`config.mk`:
```
export PLATFORM = sky130hd
export DESIGN_NAME = sync_cmp_trigger
export DESIGN_NICKNAME = d
export VERILOG_FILES = /design/src/design/sync_cmp_pkg.sv /design/src/design/sync_cmp_trigger.sv
export SDC_FILE = /design/constraint.sdc
export NUM_CORES = 1
export LEC_CHECK = 0
export BUFFER_PORTS_ARGS = -buffer_cell sky130_fd_sc_hd__buf_2
export CAP_MARGIN = 20
export CORE_MARGIN = 1.5
export CORE_UTILIZATION = 46
export CTS_CLUSTER_SIZE = 14
export DETAILED_ROUTE_END_ITERATION = 16
export PLACE_DENSITY = 0.75
export REMOVE_ABC_BUFFERS = 1
export SYNTH_ARGS = -nofsm -noshare
export SYNTH_HDL_FRONTEND = slang
export SYNTH_SLANG_ARGS = --single-unit
```
`constraint.sdc`:
```
create_clock -name sys_clk -period 2.36 [get_ports sys_clk]
set_input_delay 0.708 -clock sys_clk [delete_from_list [all_inputs] [get_ports sys_clk]]
set_output_delay 0.708 -clock sys_clk [all_outputs]
set_load 0.01 [all_outputs]
```
`src/design/sync_cmp_pkg.sv`:
```
package sync_cmp_pkg;
	// register byte addresses on the apb bus
	localparam logic [11:0] ctrl_addr = 12'h000;
	localparam logic [11:0] debounce_addr = 12'h004;
	localparam logic [11:0] delay_addr = 12'h008;
	localparam logic [11:0] mode_addr = 12'h00c;
	localparam logic [11:0] irq_status_addr = 12'h010;
	localparam logic [11:0] irq_enable_addr = 12'h014;
	localparam logic [11:0] irq_clear_addr = 12'h018;
	// control register fields
	localparam int power_on_bit = 7;
	localparam int hyst_lo_bit = 5;
	localparam int edge_count_bit = 4;
	localparam int invert_bit = 3;
	localparam int source_bit = 2;
	localparam int calib_ref_lo_bit = 0;
	// debounce register fields
	localparam int clk_select_bit = 7;
	localparam int count_lo_bit = 0;
	localparam int count_width = 6;
	// mode register field
	localparam int calib_mode_bit = 0;
	// reset values
	localparam logic [7:0] ctrl_reset = 8'h04;
	localparam logic [7:0] debounce_reset = 8'h00;
	localparam logic [7:0] delay_reset = 8'h00;
	localparam logic [7:0] mode_reset = 8'h00;
	// writable masks
	localparam logic [7:0] debounce_mask = 8'hbf;
	localparam logic [7:0] delay_mask = 8'h3f;
	// saturation point of the 6-bit count fields
	localparam logic [5:0] count_max = 6'h2f;
	// interrupt status bits
	localparam int irq_trigger_bit = 0;
	localparam int irq_edge_bit = 1;
	localparam int irq_width = 2;
	// calibration reference codes
	localparam logic [1:0] ref_zero_volt = 2'h3;
	localparam logic [1:0] ref_positive = 2'h1;
endpackage

```
`src/design/sync_cmp_trigger.sv`:
```
// Design decisions made here: the placing of the registers and the APB slave port.
`timescale 1ns/10ps
`default_nettype none
// Overview of operation
// - control bit 7 powers the comparator when set and switches it off when clear.
// - control bit 4 selects one falling edge (0) or two falling edges (1) per delay start.
// - control bit 3 passes the comparator output as is (0) or inverted (1).
// - control bit 2 selects the pulse generator pin (0) or comparator output (1), reset 1.
// - reference select codes 00 and 10 pick negative input, 01 positive, 11 internal 0 V.
// - debounce bit 7 clocks the counters from the system clock (0) or half of it (1).
// - debounce code 0 bypasses, k filters k-1 to k periods, codes 11xxxx act as 47.
// - delay code uses the same encoding as debounce and sets time to the delayed trigger.
// - debounce bit 6 and delay bits 7 and 6 always read as zero.
// - mode bit selects normal comparison (0) or offset calibration (1) for the reference.
// - the delayed trigger goes to the pulse generator and timer counters one and three.
module sync_cmp_trigger
	import sync_cmp_pkg::*;
#(
	// counter width and status word width
	parameter int count_bits = count_width,
	parameter int status_bits = irq_width
) (
	// clock and reset
	input wire logic sys_clk,
	input wire logic sys_rst,
	// apb slave
	input wire logic psel,
	input wire logic penable,
	input wire logic pwrite,
	input wire logic [11:0] paddr,
	input wire logic [31:0] pwdata,
	input wire logic [3:0] pstrb,
	output logic [31:0] prdata,
	output logic pready,
	output logic pslverr,
	// analog comparator side
	input wire logic sync_cmp_output,
	input wire logic pulse_gen_input_pin,
	output logic sync_cmp_power_on,
	output logic [1:0] hysteresis_select,
	output logic calibration_mode_select,
	output logic [1:0] calib_reference_select,
	output logic calib_use_positive,
	output logic calib_use_zero_volt,
	// trigger outputs
	output logic external_interrupt_input,
	output logic delayed_trigger_ppg,
	output logic delayed_trigger_tm1,
	output logic delayed_trigger_tm3,
	// interrupt
	output logic irq
);
	logic [7:0] ctrl_q;
	logic [7:0] debounce_q;
	logic [7:0] delay_q;
	logic [7:0] mode_q;
	logic [status_bits-1:0] irq_status_q;
	logic [status_bits-1:0] irq_status_d;
	logic [status_bits-1:0] irq_enable_q;
	logic wr_en;
	logic [status_bits-1:0] clear_req;
	logic tick_q;
	logic tick;
	logic src_raw;
	logic filt_q;
	logic filt_d;
	logic [count_bits-1:0] db_cnt_q;
	logic [count_bits-1:0] db_cnt_d;
	logic [count_width-1:0] db_limit;
	logic [count_width-1:0] dly_limit;
	logic fall;
	logic second_q;
	logic start;
	logic [count_bits-1:0] dly_cnt_q;
	logic [count_bits-1:0] dly_cnt_d;
	logic trig_q;
	logic trig_d;
	logic fall_q;

	typedef enum logic [0:0] {
		dly_idle = 1'b0,
		dly_run = 1'b1
	} dly_state_t;
	dly_state_t dly_state_q;
	dly_state_t dly_state_d;

	// counters narrower than the field cannot reach the top code
	if (count_bits < count_width || count_bits > 8) begin : g_count_check
		$error("count_bits must lie between 6 and 8");
	end
	// the read word and the event map assume exactly these status bits
	if (status_bits != irq_width) begin : g_status_check
		$error("status_bits must equal the number of status events");
	end

	// apb decode: zero wait states, no error
	assign pready = 1'b1;
	assign pslverr = 1'b0;
	assign wr_en = psel && penable && pwrite && pstrb[0];
	assign clear_req = (wr_en && paddr == irq_clear_addr) ? pwdata[irq_width-1:0] : '0;

	// control register
	always_ff @(posedge sys_clk or posedge sys_rst) begin
		if (sys_rst) begin
			ctrl_q <= ctrl_reset;
		end else if (wr_en && paddr == ctrl_addr) begin
			ctrl_q <= pwdata[7:0];
		end
	end

	// debounce register; the unused bit is never stored
	always_ff @(posedge sys_clk or posedge sys_rst) begin
		if (sys_rst) begin
			debounce_q <= debounce_reset;
		end else if (wr_en && paddr == debounce_addr) begin
			debounce_q <= pwdata[7:0] & debounce_mask;
		end
	end

	// delay register; the two upper bits are never stored
	always_ff @(posedge sys_clk or posedge sys_rst) begin
		if (sys_rst) begin
			delay_q <= delay_reset;
		end else if (wr_en && paddr == delay_addr) begin
			delay_q <= pwdata[7:0] & delay_mask;
		end
	end

	// mode register
	always_ff @(posedge sys_clk or posedge sys_rst) begin
		if (sys_rst) begin
			mode_q <= mode_reset;
		end else if (wr_en && paddr == mode_addr) begin
			mode_q <= {7'h00, pwdata[calib_mode_bit]};
		end
	end

	// interrupt enable register
	always_ff @(posedge sys_clk or posedge sys_rst) begin
		if (sys_rst) begin
			irq_enable_q <= '0;
		end else if (wr_en && paddr == irq_enable_addr) begin
			irq_enable_q <= pwdata[status_bits-1:0];
		end
	end

	// read mux; unmapped and write-only offsets read as zero
	always_comb begin
		case (paddr)
			ctrl_addr: prdata = {24'h000000, ctrl_q};
			debounce_addr: prdata = {24'h000000, debounce_q & debounce_mask};
			delay_addr: prdata = {24'h000000, delay_q & delay_mask};
			mode_addr: prdata = {24'h000000, mode_q};
			irq_status_addr: prdata = {30'h00000000, irq_status_q};
			irq_enable_addr: prdata = {30'h00000000, irq_enable_q};
			default: prdata = 32'h00000000;
		endcase
	end

	// analog controls
	assign sync_cmp_power_on = ctrl_q[power_on_bit];
	assign hysteresis_select = ctrl_q[hyst_lo_bit +: 2];
	assign calibration_mode_select = mode_q[calib_mode_bit];
	assign calib_reference_select = ctrl_q[calib_ref_lo_bit +: 2];
	// reference only applies in calibration mode
	assign calib_use_zero_volt = calibration_mode_select &&
		(calib_reference_select == ref_zero_volt);
	assign calib_use_positive = calibration_mode_select &&
		(calib_reference_select == ref_positive);

	// counter clock enable: every cycle or every second cycle
	always_ff @(posedge sys_clk or posedge sys_rst) begin
		if (sys_rst) begin
			tick_q <= 1'b0;
		end else begin
			tick_q <= ~tick_q;
		end
	end
	assign tick = debounce_q[clk_select_bit] ? tick_q : 1'b1;

	// source select and inversion; comparator off gives a quiet high level
	always_comb begin
		if (ctrl_q[source_bit]) begin
			src_raw = sync_cmp_power_on ? (sync_cmp_output ^ ctrl_q[invert_bit]) : 1'b1;
		end else begin
			src_raw = pulse_gen_input_pin;
		end
	end

	// saturate codes 11xxxx at 47
	count_clamp #(
		.width(count_width)
	) u_db_clamp (
		.code(debounce_q[count_lo_bit +: count_width]),
		.limit(db_limit)
	);
	count_clamp #(
		.width(count_width)
	) u_dly_clamp (
		.code(delay_q[count_lo_bit +: count_width]),
		.limit(dly_limit)
	);

	// debounce filter: a change must hold for the selected number of ticks
	always_comb begin
		filt_d = filt_q;
		db_cnt_d = db_cnt_q;
		if (db_limit == 6'h00) begin
			filt_d = src_raw;
			db_cnt_d = '0;
		end else if (src_raw == filt_q) begin
			db_cnt_d = '0;
		end else if (tick) begin
			if (db_cnt_q + count_bits'(1) >= db_limit) begin
				filt_d = src_raw;
				db_cnt_d = '0;
			end else begin
				db_cnt_d = db_cnt_q + count_bits'(1);
			end
		end
	end

	// filter state; idles high so reset gives no false falling edge
	always_ff @(posedge sys_clk or posedge sys_rst) begin
		if (sys_rst) begin
			filt_q <= 1'b1;
			db_cnt_q <= '0;
		end else begin
			filt_q <= filt_d;
			db_cnt_q <= db_cnt_d;
		end
	end
	assign external_interrupt_input = filt_q;

	always_ff @(posedge sys_clk or posedge sys_rst) begin
		if (sys_rst) begin
			fall_q <= 1'b1;
		end else begin
			fall_q <= filt_q;
		end
	end
	assign fall = fall_q && !filt_q;

	// edge counting: double mode waits for the second falling edge
	always_ff @(posedge sys_clk or posedge sys_rst) begin
		if (sys_rst) begin
			second_q <= 1'b0;
		end else if (!ctrl_q[edge_count_bit]) begin
			second_q <= 1'b0;
		end else if (fall) begin
			second_q <= ~second_q;
		end
	end
	assign start = fall && (!ctrl_q[edge_count_bit] || second_q);

	// delay counter; a new start while running restarts it
	always_comb begin
		dly_state_d = dly_state_q;
		dly_cnt_d = dly_cnt_q;
		trig_d = 1'b0;
		case (dly_state_q)
			dly_idle: begin
				if (start) begin
					if (dly_limit == 6'h00) begin
						trig_d = 1'b1;
					end else begin
						dly_state_d = dly_run;
						dly_cnt_d = '0;
					end
				end
			end
			dly_run: begin
				if (start) begin
					dly_cnt_d = '0;
				end else if (tick) begin
					if (dly_cnt_q + count_bits'(1) >= dly_limit) begin
						trig_d = 1'b1;
						dly_state_d = dly_idle;
					end else begin
						dly_cnt_d = dly_cnt_q + count_bits'(1);
					end
				end
			end
			default: dly_state_d = dly_idle;
		endcase
	end

	// delay state; the trigger flop keeps the pulse one cycle wide
	always_ff @(posedge sys_clk or posedge sys_rst) begin
		if (sys_rst) begin
			dly_state_q <= dly_idle;
			dly_cnt_q <= '0;
			trig_q <= 1'b0;
		end else begin
			dly_state_q <= dly_state_d;
			dly_cnt_q <= dly_cnt_d;
			trig_q <= trig_d;
		end
	end

	assign delayed_trigger_ppg = trig_q;
	assign delayed_trigger_tm1 = trig_q;
	assign delayed_trigger_tm3 = trig_q;

	// sticky status: an event in the clearing cycle is not lost
	always_comb begin
		irq_status_d = irq_status_q & ~clear_req;
		irq_status_d[irq_trigger_bit] = irq_status_d[irq_trigger_bit] | trig_q;
		irq_status_d[irq_edge_bit] = irq_status_d[irq_edge_bit] | fall;
	end

	always_ff @(posedge sys_clk or posedge sys_rst) begin
		if (sys_rst) begin
			irq_status_q <= '0;
		end else begin
			irq_status_q <= irq_status_d;
		end
	end

	// level interrupt while any enabled event is pending
	assign irq = |(irq_status_q & irq_enable_q);
endmodule // sync_cmp_trigger

// clamps a count field at its saturation code
module count_clamp
	import sync_cmp_pkg::*;
#(
	parameter int width = count_width
) (
	// raw field and clamped limit
	input wire logic [width-1:0] code,
	output logic [width-1:0] limit
);
	// any code above the top entry behaves as the top entry
	assign limit = (code > width'(count_max)) ? width'(count_max) : code;

	// a narrower field cannot hold the top entry
	if (width < 6) begin : g_width_check
		$error("count_clamp needs at least six bits");
	end
endmodule // count_clamp
`default_nettype wire

```
==> results.tsv, run 1 <==
metric	value	unit
share of the synthesized area in the top cell type	35.2	%
Die X	82.6	um
Top FF cell, synth	dfrtp_1	
startpoint types	input pin	
pre-CTS WS	-0.217	ns
Gate Count Post-Synth	289	
DRC	0	
All-Layer GR Usage	19.6	%
core footprint	6030	um2
post-synthesis sequential area ratio	37.9	%
CP Cell Sequence	buf_8 -> nor4_4 -> nand3_4 -> nor2_1 -> buf_2	
CP Data Required Time	1.65	ns
die height	82.6	um
dpl hpwl	4.78	mm
Hold Crit Start	external_interrupt_input$_DFFE_PP1P_	
Worst R2R Path Depth	9	
FFs w/ async S/R, synth	100	%
Cells after DPL	417	
layout cells sized above 1	38.9	%
Initial Utilization	48.3	%
final instance area	3530	um2
pwr/cell area	633	nW/um2
n_diodes	0	
GRT overflow	0	
hold path endpoint	fall_q$_DFF_PP1_	
Max FO, Critical Path	5	
leak pwr	1.74	nW
First-pass DRT Iterations	5	
element type at the critical path end	output pin	
slowest CP cell	nor4_4	
Final Non-Filler Cells	427	
hold crit path type	flip-flop to flip-flop	
Final setup viols	7	
Worst slew margin	63.0	%
wirelength, routed	6.40	mm
DIE AREA	6820	um2
Layout area overhead	21.1	%
vias per inst	5.36	
Final Worst Setup Slack	-0.0521	ns
Critical Path AT	1.70	ns
# H-tree levels	2	
worst reg2reg endpoint	dly_cnt_q[2]$_DFFE_PP0P_	
post-synth top area cell	dfrtp_1	
vias in the first global route	2167	
Root Buffer	clkbuf_8	
Net Sw Frac	31.6	%
I/O pins	102	
hold_buf cts	0	
Overall Power	0.00223	W
Hold Path Cell Cnt	0	
status	complete, but fails checks	
via count	2289	
Tmin final	2.41	ns
Core Rows	28	
Buf/Inv on CP	2	
# fillers	516	
max_cap viols	0	
Post-synth EDFFs	0	
failing checks	setup timing	
PortBufs	48	
fin crit share	102	%
first-pass GRT wire length	9.92	mm
Max stage delay on crit path	0.34	ns
CTS Buffer Depth	2	
ANT nets after route	0	
Least-Margin Pin Slew	0.555	ns
max-slew violations	0	
clk_lat worst skew	0.30	ns
clk slew on worst S/H paths	0.09	ns
CTS tree	yes	
combinational power share	32.1	%
sw power	0.000705	W
Clock Power Share	26.1	%
Clock Sinks	44	
yosys warns	0	
RD Place Congestion	0.837	
Setup CP Type	input pin to output pin	
synth top area cells	dfrtp_1, buf_4, mux2_2	
Mean Syn Cell Area	10.1	um2
wire per inst	15.0	um
Mapped Area	2910	um2
cell class contributing the biggest share of worst-path delay	simple AND/OR/NAND/NOR gates	
post-synth cell types	46	
Placement Cell Area	3220	um2
DRT iter0 DRCs	88	
nets	420	
unrepaired setup endpoints after global routing	yes	
Worst VDD drop	0.000338	V
Num CTS Buffers	5	
Seq cells post-synth	44	
largest net degree at the start of global routing	45	
clk_skew	0.00726	ns
share of total power in sequential cells	41.8	%
initial antenna violation count	0	
Fmax	0.415	GHz
Fin. Hold Viols	0	
flop2flop setup slack	0.11	ns
worst r2r src	dly_cnt_q[0]$_DFFE_PP0P_	
Int Power	0.00153	W
[repair_timing]
action                     4_1_cts  5_1_grt
setup endpoints to repair       13       19
pin swaps                        5       11
resized for setup               14       27
buffers inserted                 2        1
[how the worst max path moves through the flow]
stage,startpoint,to,cells after the start
final,paddr[4],prdata[2],5
after global routing,paddr[7],prdata[1],7
after CTS,paddr[9],prdata[7],5
after detailed placement,paddr[9],prdata[7],5
after floorplan,paddr[5],prdata[7],3
after global placement,paddr[5],prdata[7],5
[layout by cell type (no fill, tap or decap), drive strengths merged, types with 4 or more instances in the layout]
cell	synthesis	final
inv	6	5
xnor2	6	6
a22o	5	5
dfrtp	41	41
conb	2	26
mux2	26	26
o21ai	9	9
buf	38	71
and3	4	4
nor2	28	28
ha	14	14
nand2	19	19
a22oi	5	5
and2	5	5
mux2i	7	7
a21oi	19	19
nor2b	6	6
a21o	5	5
nand3	6	6
clkbuf	2	5
[sequential cells by signal, summed over array words and instances (netlist names)]
name / cells
irq_status_q: 2
tick_q: 1
irq_enable_q: 2
db_cnt_q: 6
dly_cnt_q: 6
dly_state_q: 1
debounce_q: 7
external_interrupt_input: 1
ctrl_q: 8
delayed_trigger_ppg: 1
delay_q: 6
second_q: 1
mode_q: 1
fall_q: 1
[routing by layer]
| layer | global-route usage [%] | wire length [um] | part of all wire (%) |
|---|---|---|---|
| met5 | 0 | 0 | 0 |
| met4 | 8.67 | 206 | 3.2 |
| met3 | 2.86 | 306 | 4.8 |
| met2 | 32.9 | 2970 | 46 |
| met1 | 24.9 | 2920 | 46 |
[area by class of cell]
cell class	count	area, um2	share of cell area [%]
multi-input combinational	223	1720	48.6
sequential	44	1110	31.4
timing repair buffer	71	477	13.5
tap	75	93.8	2.66
clock buffer	5	68.8	1.95
clock inverter	3	42.5	1.21
inverter	6	22.5	0.639
[stage by stage]
stage / setup TNS (ns) / utilization, % / hold WS [ns]
finish: -0.219 / 58.5 / 0.400
global route: -0.665 / 58.5 / 0.416
CTS: -0.317 / 56.5 / 0.401
detailed placement: -0.962 / 53.4 / 0.388
global placement: -0.795 / 53.4 / 0.386
floorplan: 0 / - / 0.398
[synthesized netlist by cell type (4+ instances only)]
library cell	number
and2_1	5
nor2_1	28
nand3_1	5
nor2b_1	6
a21oi_1	19
ha_1	14
a22o_1	5
mux2_2	19
and3_1	4
a21o_1	5
o21ai_0	9
dfrtp_1	41
mux2i_1	7
a22oi_1	5
nand2_1	19
buf_4	34
mux2_4	7
inv_1	6
xnor2_1	6
[cell families after synthesis]
| logic type | count (synthesis) | share of synthesized area, % |
|---|---|---|
| adder cells (fa/ha/maj) | 14 | 6.02 |
| buffers and inverters | 46 | 10.7 |
| other | 2 | 0.258 |
| multiplexers | 34 | 14.1 |
| XOR/XNOR | 9 | 2.71 |
| flip-flops | 44 | 37.9 |
| AND/OR/NAND/NOR | 86 | 15.8 |
| AO/OA/AOI/OAI | 54 | 12.5 |
[power groups by stage]
stage	Combinational [W]	Sequential [W]	Clock, W
after floorplan	0.000420	0.000923	0
after global placement	0.000611	0.000923	0
after detailed placement	0.000629	0.000925	0
after CTS	0.000670	0.000910	0.000595
after global routing	0.000804	0.000949	0.000630
final	0.000717	0.000933	0.000584
No activity file was read; power rests on OpenSTA's default activity.
==> inputs of run 2 (changes only) <==
--- a/config.mk
+++ b/config.mk
@@ -7,11 +7,14 @@
 export LEC_CHECK = 0
 export BUFFER_PORTS_ARGS = -buffer_cell sky130_fd_sc_hd__buf_2
 export CAP_MARGIN = 20
+export CELL_PAD_IN_SITES_DETAIL_PLACEMENT = 1
+export CELL_PAD_IN_SITES_GLOBAL_PLACEMENT = 2
+export CORE_ASPECT_RATIO = 1.4
 export CORE_MARGIN = 1.5
-export CORE_UTILIZATION = 46
+export CORE_UTILIZATION = 27
 export CTS_CLUSTER_SIZE = 14
 export DETAILED_ROUTE_END_ITERATION = 16
-export PLACE_DENSITY = 0.75
+export PLACE_DENSITY = 0.74
 export REMOVE_ABC_BUFFERS = 1
 export SYNTH_ARGS = -nofsm -noshare
 export SYNTH_HDL_FRONTEND = slang
==> run 2 against run 1 <==
  * Power rose by 6.1%
  * Non-clock buffer count is 2 higher
  * Design area is 5.6% higher
  * Largest cell class unchanged
  * Combinational power up 5.3%
  * Count of clock-buffer cells in the layout unchanged
  * Final cell count is 15% higher
  * First-iteration DRC count is 16% higher
  * Clock power grew 17%
  * Sequential power is essentially flat
  * The run still ends with setup timing left
  * Global-route usage is 6.2 points lower
  * Clock skew decreased by 0.0020 ns
  * Via count shrank 1.5%
==> results.tsv, run 2 (same netlist as run 1, synthesis figures left out) <==
metric	value	unit	change
max-slew violations	0		unchanged
clk_lat worst skew	0.29	ns	about the same
clk slew on worst S/H paths	0.06	ns	-0.03 ns
unrepaired setup endpoints after global routing	yes		
core footprint	10500	um2	+74%
Setup CP Type	input pin to output pin		
CP Data Required Time	1.65	ns	about the same
Least-Margin Pin Slew	0.578	ns	+0.0230 ns
vias in the first global route	2348		+8.4%
wire per inst	15.3	um	+1.9%
wirelength, routed	7.51	mm	+17%
worst hold slack	0.406	ns	+0.00546 ns
Final Worst Setup Slack	-0.0252	ns	+0.0270 ns
Reg with most FFs	ctrl_q		
I/O pins	102		unchanged
die height	126	um	+52%
Top Registers	ctrl_q (8), debounce_q (7)		
RD Place Congestion	0.818		-2.2%
first-pass GRT wire length	12.0	mm	+21%
ANT nets after route	0		unchanged
pre-CTS WS	-0.183	ns	+0.0332 ns
Initial Utilization	27.8	%	-20 points
GR Layer Usage met1	13.9	%	-11 points
DIE AREA	11400	um2	+68%
largest net degree at the start of global routing	45		unchanged
dpl hpwl	6.00	mm	+26%
element type at the critical path end	output pin		
CP most frequent cell	buf_6		
hold crit path type	flip-flop to flip-flop		
max_cap viols	0		unchanged
# H-tree levels	2		unchanged
hold_buf cts	0		unchanged
vias per inst	4.58		-15%
commonest cells after routing, fill and taps aside	dfrtp_1, buf_2, conb_1		
layout cells sized above 1	43.5	%	+4.6 points
startpoint types	input pin		
GRT overflow	0		unchanged
Buf/Inv on CP	3		+1
fin crit share	101	%	-1.1 points
most common library cell in the layout ignoring fill and taps	dfrtp_1		
Final setup viols	6		-1
CTS tree	yes		
Core Rows	44		+57%
via count	2255		-1.5%
DRT iter0 DRCs	102		+16%
Worst VDD drop	0.000367	V	+8.8%
Tmin final	2.39	ns	-0.0270 ns
n_diodes	0		unchanged
slowest CP cell	nor4_4		
Fmax	0.419	GHz	+1.1%
leak pwr	1.79	nW	+2.7%
CTS Buffer Depth	2		unchanged
All-Layer GR Usage	13.4	%	-6.2 points
Fin. Hold Viols	0		unchanged
pwr/cell area	636	nW/um2	+0.45%
Num CTS Buffers	5		unchanged
GRT busiest layer	met2		
Root Buffer	clkbuf_16		
Clock Sinks	44		unchanged
Die X	90.8	um	+9.9%
Max FO, Critical Path	5		unchanged
failing checks	setup timing		
First-pass DRT Iterations	4		-1
met2 usage	26.1	%	-6.8 points
Largest register FFs	8		unchanged
Core Util, Final	35.6	%	-23 points
CP Cell Sequence	buf_8 -> nor4_4 -> nand3_2 -> buf_6 -> nor2_4 -> buf_6		
Max stage delay on crit path	0.31	ns	-0.03 ns
cell class contributing the biggest share of worst-path delay	simple AND/OR/NAND/NOR gates		
clk_skew	0.00527	ns	-0.00199 ns
initial antenna violation count	0		unchanged
grt met3 use	2.29	%	-0.56 points
nets	422		+0.48%
Layout area overhead	28.0	%	
Critical Path AT	1.68	ns	-0.02 ns
DRC	0		unchanged
Worst slew margin	61.5	%	-1.5 points
status	complete, but fails checks		
PortBufs	48		unchanged
==> run 2: changes by cell type in the layout (fill, tap and decap cells not counted), moves of 4 or more <==
cell,change
clkbuf_8,-5
clkbuf_16,+5
nor2_1,-6
nor2_2,+4
a21oi_1,-5
a21oi_2,+5
==> run 2: routing by layer <==
metal	part of all wire, %	up-vias
li1	-	1088
met1	38	1119
met2	57	37
met3	2.6	11
met4	2.5	0
met5	0	-
==> run 2: final cells by class <==
cell class / count / area (um2)
Sequential cell: 44 / 1100
Timing Repair Buffer: 73 / 517
Clock inverter: 3 / 18.8
Multi-Input combinational cell: 223 / 1770
Fill cell: 1243 / 6730
Inverter: 6 / 22.5
Tap cell: 138 / 173
Clock buffer: 5 / 125
==> run 2: final timing paths <==
check                                           end  slack, ns                                 start  cells after the start
setup / recovery                          prdata[2]      -0.03                              paddr[4]                      6
hold / removal                     fall_q$_DFF_PP1_       0.41  external_interrupt_input$_DFFE_PP1P_                      0
setup reg to reg           dly_cnt_q[2]$_DFFE_PP0P_       0.12              dly_cnt_q[0]$_DFFE_PP0P_                      9
hold reg to reg                    fall_q$_DFF_PP1_       0.41  external_interrupt_input$_DFFE_PP1P_                      0
max in group asynchronous    delay_q[1]$_DFFE_PP0P_       1.41                               sys_rst                      3
min in group asynchronous   db_cnt_q[2]$_DFFE_PP0P_       0.55                               sys_rst                      3
==> run 2: power breakdown <==
group	internal, W	leakage [nW]	total, W	switching, W
sequential	0.000842	0.569	0.000933	0.0000913
combinational	0.000385	1.14	0.000755	0.000371
clock	0.000390	0.0736	0.000683	0.000293
total	0.00162	1.79	0.00237	0.000754
==> run 2: timing repair <==
action / in CTS / in global routing
resized for setup: 35 / 23
setup endpoints to repair: 16 / 22
pin swaps: 12 / 7
buffers inserted: 3 / 2
==> run 2: through the flow <==
stage / TNS (ns) / total power (W) / instance area, um2 / std cells
after detailed placement: -1.31 / 0.00161 / 3310 / 480
after floorplan: 0 / 0.00134 / 2710 / 273
after global placement: -1.18 / 0.00158 / 3310 / 480
final: -0.127 / 0.00237 / 3730 / 492
after CTS: -0.155 / 0.00232 / 3610 / 490
after global routing: -0.771 / 0.00254 / 3730 / 492
==> inputs of run 3 (changes only) <==
--- a/config.mk
+++ b/config.mk
@@ -18,4 +18,5 @@
 export REMOVE_ABC_BUFFERS = 1
 export SYNTH_ARGS = -nofsm -noshare
 export SYNTH_HDL_FRONTEND = slang
+export SYNTH_HIERARCHICAL = 1
 export SYNTH_SLANG_ARGS = --single-unit
==> run 3 against run 2 <==
  * The run still ends with setup timing left
  * Global-route usage grew 0.36 points
  * Power shrank 34%
  * Design area grew 3.8%
  * Non-clock buffer count grew 20
  * Critical path type unchanged
  * Highest routed layer unchanged
==> results.tsv, run 3 <==
metric	value	unit	change
status	complete, but fails checks		
failing checks	setup timing		
Worst R2R Path Depth	9		unchanged
CP Data Required Time	1.65	ns	about the same
Max FO, Critical Path	5		unchanged
post-synth top area cell	dfrtp_1		
area occupied by registers	1110	um2	+0.57%
element type at the critical path end	output pin		
PortBufs	48		unchanged
slowest CP cell	nor4_2		
Max stage delay on crit path	0.29	ns	-0.02 ns
CP most frequent cell	buf_6		
GRT overflow	0		unchanged
ANT nets after route	0		unchanged
via count	2413		+7.0%
Root Buffer	clkbuf_16		
Top FF cell, synth	dfrtp_1		
largest net degree at the start of global routing	45		unchanged
vias per inst	4.66		+1.6%
max_cap viols	0		unchanged
# fillers	1233		-0.80%
Setup CP Type	input pin to output pin		
RD Place Congestion	0.831		+1.6%
startpoint types	input pin		
Least-Margin Pin Slew	0.615	ns	+0.0372 ns
Mean Syn Cell Area	9.98	um2	-0.98%
most common library cell in the layout ignoring fill and taps	buf_2		
I/O pins	102		unchanged
First-pass DRT Iterations	4		unchanged
unrepaired setup endpoints after global routing	yes		
DIE AREA	11500	um2	+0.37%
worst hold slack	0.404	ns	-0.00168 ns
commonest cells after routing, fill and taps aside	buf_2, buf_4, dfrtp_1		
Num CTS Buffers	5		unchanged
Final setup viols	8		+2
clk_lat worst skew	0.29	ns	about the same
pre-CTS WS	-0.482	ns	-0.298 ns
first-pass GRT wire length	12.7	mm	+6.1%
Layout area overhead	32.3	%	
Initial Utilization	27.9	%	+0.11 points
post-synthesis sequential area ratio	37.8	%	-0.15 points
nets	448		+6.2%
Fin. Hold Viols	0		unchanged
Overall Power	0.00157	W	-34%
area of the multi-input gates	1760	um2	-0.35%
core footprint	10500	um2	unchanged
clk slew on worst S/H paths	0.07	ns	about the same
vias in the first global route	2555		+8.8%
Clock Sinks	44		unchanged
die height	126	um	+0.19%
Reg with most FFs	ctrl_q		
clk_skew	0.0131	ns	+0.00779 ns
CP Cell Sequence	buf_6 -> nor4_2 -> buf_4 -> nor3b_4 -> buf_6 -> a22oi_2 -> nand2_1 -> buf_2		
Hold Path Cell Cnt	0		unchanged
cell with the most instances after synthesis	dfrtp_1		
Gate Count Post-Synth	293		+1.4%
CTS Buffer Depth	2		unchanged
Die X	90.9	um	+0.19%
Worst VDD drop	0.000237	V	-35%
DRC	0		unchanged
wirelength, routed	7.71	mm	+2.7%
pwr/cell area	407	nW/um2	-36%
hold crit path type	flip-flop to flip-flop		
share of the synthesized area in the top cell type	35.1	%	-0.14 points
Worst slew margin	58.6	%	-2.9 points
Mapped Area	2920	um2	+0.39%
leak pwr	1.96	nW	+9.6%
layout cells sized above 1	45.3	%	+1.8 points
Post-synth EDFFs	0		unchanged
FFs w/ async S/R, synth	100	%	unchanged
max-slew violations	0		unchanged
n_diodes	0		unchanged
# H-tree levels	2		unchanged
dpl hpwl	6.08	mm	+1.3%
wire per inst	14.9	um	-2.4%
post-synth cell types	52		+13%
Seq cells post-synth	44		unchanged
initial antenna violation count	0		unchanged
Final Worst Setup Slack	-0.293	ns	-0.268 ns
Fmax	0.377	GHz	-10%
fin crit share	112	%	+11 points
Critical Path AT	1.94	ns	+0.26 ns
All-Layer GR Usage	13.7	%	+0.36 points
DRT iter0 DRCs	78		-24%
CTS tree	yes		
Top Registers	ctrl_q (8), debounce_q (7)		
yosys warns	6		+6
Core Rows	44		unchanged
Largest register FFs	8		unchanged
Post-synth top cells	dfrtp_1, buf_4, nand2_1		
Tmin final	2.65	ns	+0.268 ns
synth top area cells	dfrtp_1, buf_4, mux2_2		
[run 3: per-layer routing]
layer,up-vias,global-route usage [%],wire length (um)
li1,1154,-,-
met1,1212,15.1,2970
met2,37,26.3,4420
met3,10,2.11,196
met4,0,4.78,123
met5,-,0,0
[run 3: layout make-up]
class                      instances  share of cell area [%]
multi-input combinational        221                    45.5
sequential                        44                    28.7
timing repair buffer              93                    16.3
tap                              138                    4.46
clock buffer                       7                    3.43
inverter                          14                    1.36
clock inverter                     1                   0.226
[run 3: cells by family after synthesis]
group                      synth area share [%]
muxes                                      12.4
adders and majority gates                  5.99
buffers and inverters                      11.1
and+or+nand+nor                            16.2
AOI/OAI and AO/OA                          13.0
xor gates and xnor gates                   3.30
other                                     0.257
DFF                                        37.8
[run 3: per-stage QoR]
stage / instances / TNS (ns) / instance area [um2] / util (%)
5_1_grt: 518 / -3.39 / 3870 / 37.0
4_1_cts: 513 / -2.15 / 3760 / 36.0
6_report: 518 / -2.21 / 3870 / 37.0
3_5_place_dp: 500 / -5.88 / 3420 / 32.7
2_1_floorplan: 279 / -1.53 / 2740 / -
3_3_place_gp: 500 / -5.64 / 3420 / 32.7
[run 3: power by group]
part / switching [W] / total [W] / internal [W]
sequential: 0.00000279 / 0.000761 / 0.000759
combinational: 0.0000814 / 0.000131 / 0.0000497
clock: 0.000285 / 0.000681 / 0.000395
total: 0.000369 / 0.00157 / 0.00120
[run 3: critical path, delay by kind of cell]
kind	cells	cell delay [ns]
buffers and inverters	4	0.56
and+or+nand+nor	3	0.59
AOI/OAI and AO/OA	1	0.08
[run 3: final timing paths]
kind	endpoint	startpoint	slack, ns
max	prdata[2]	paddr[2]	-0.29
min	fall_q$_DFF_PP1_	external_interrupt_input$_DFFE_PP1P_	0.40
max reg2reg	dly_cnt_q[0]$_DFFE_PP0P_	dly_cnt_q[1]$_DFFE_PP0P_	0.01
min reg2reg	fall_q$_DFF_PP1_	external_interrupt_input$_DFFE_PP1P_	0.40
max in group asynchronous	debounce_q[5]$_DFFE_PP0P_	sys_rst	1.36
min in group asynchronous	ctrl_q[0]$_DFFE_PP0P_	sys_rst	0.56
[run 3: timing repair]
item                       in CTS  in global routing
gates resized for setup        33                 18
setup endpoints to repair      22                 21
pin swaps                      20                 26
hold buffers                    0                  0
buffers inserted                6                  5
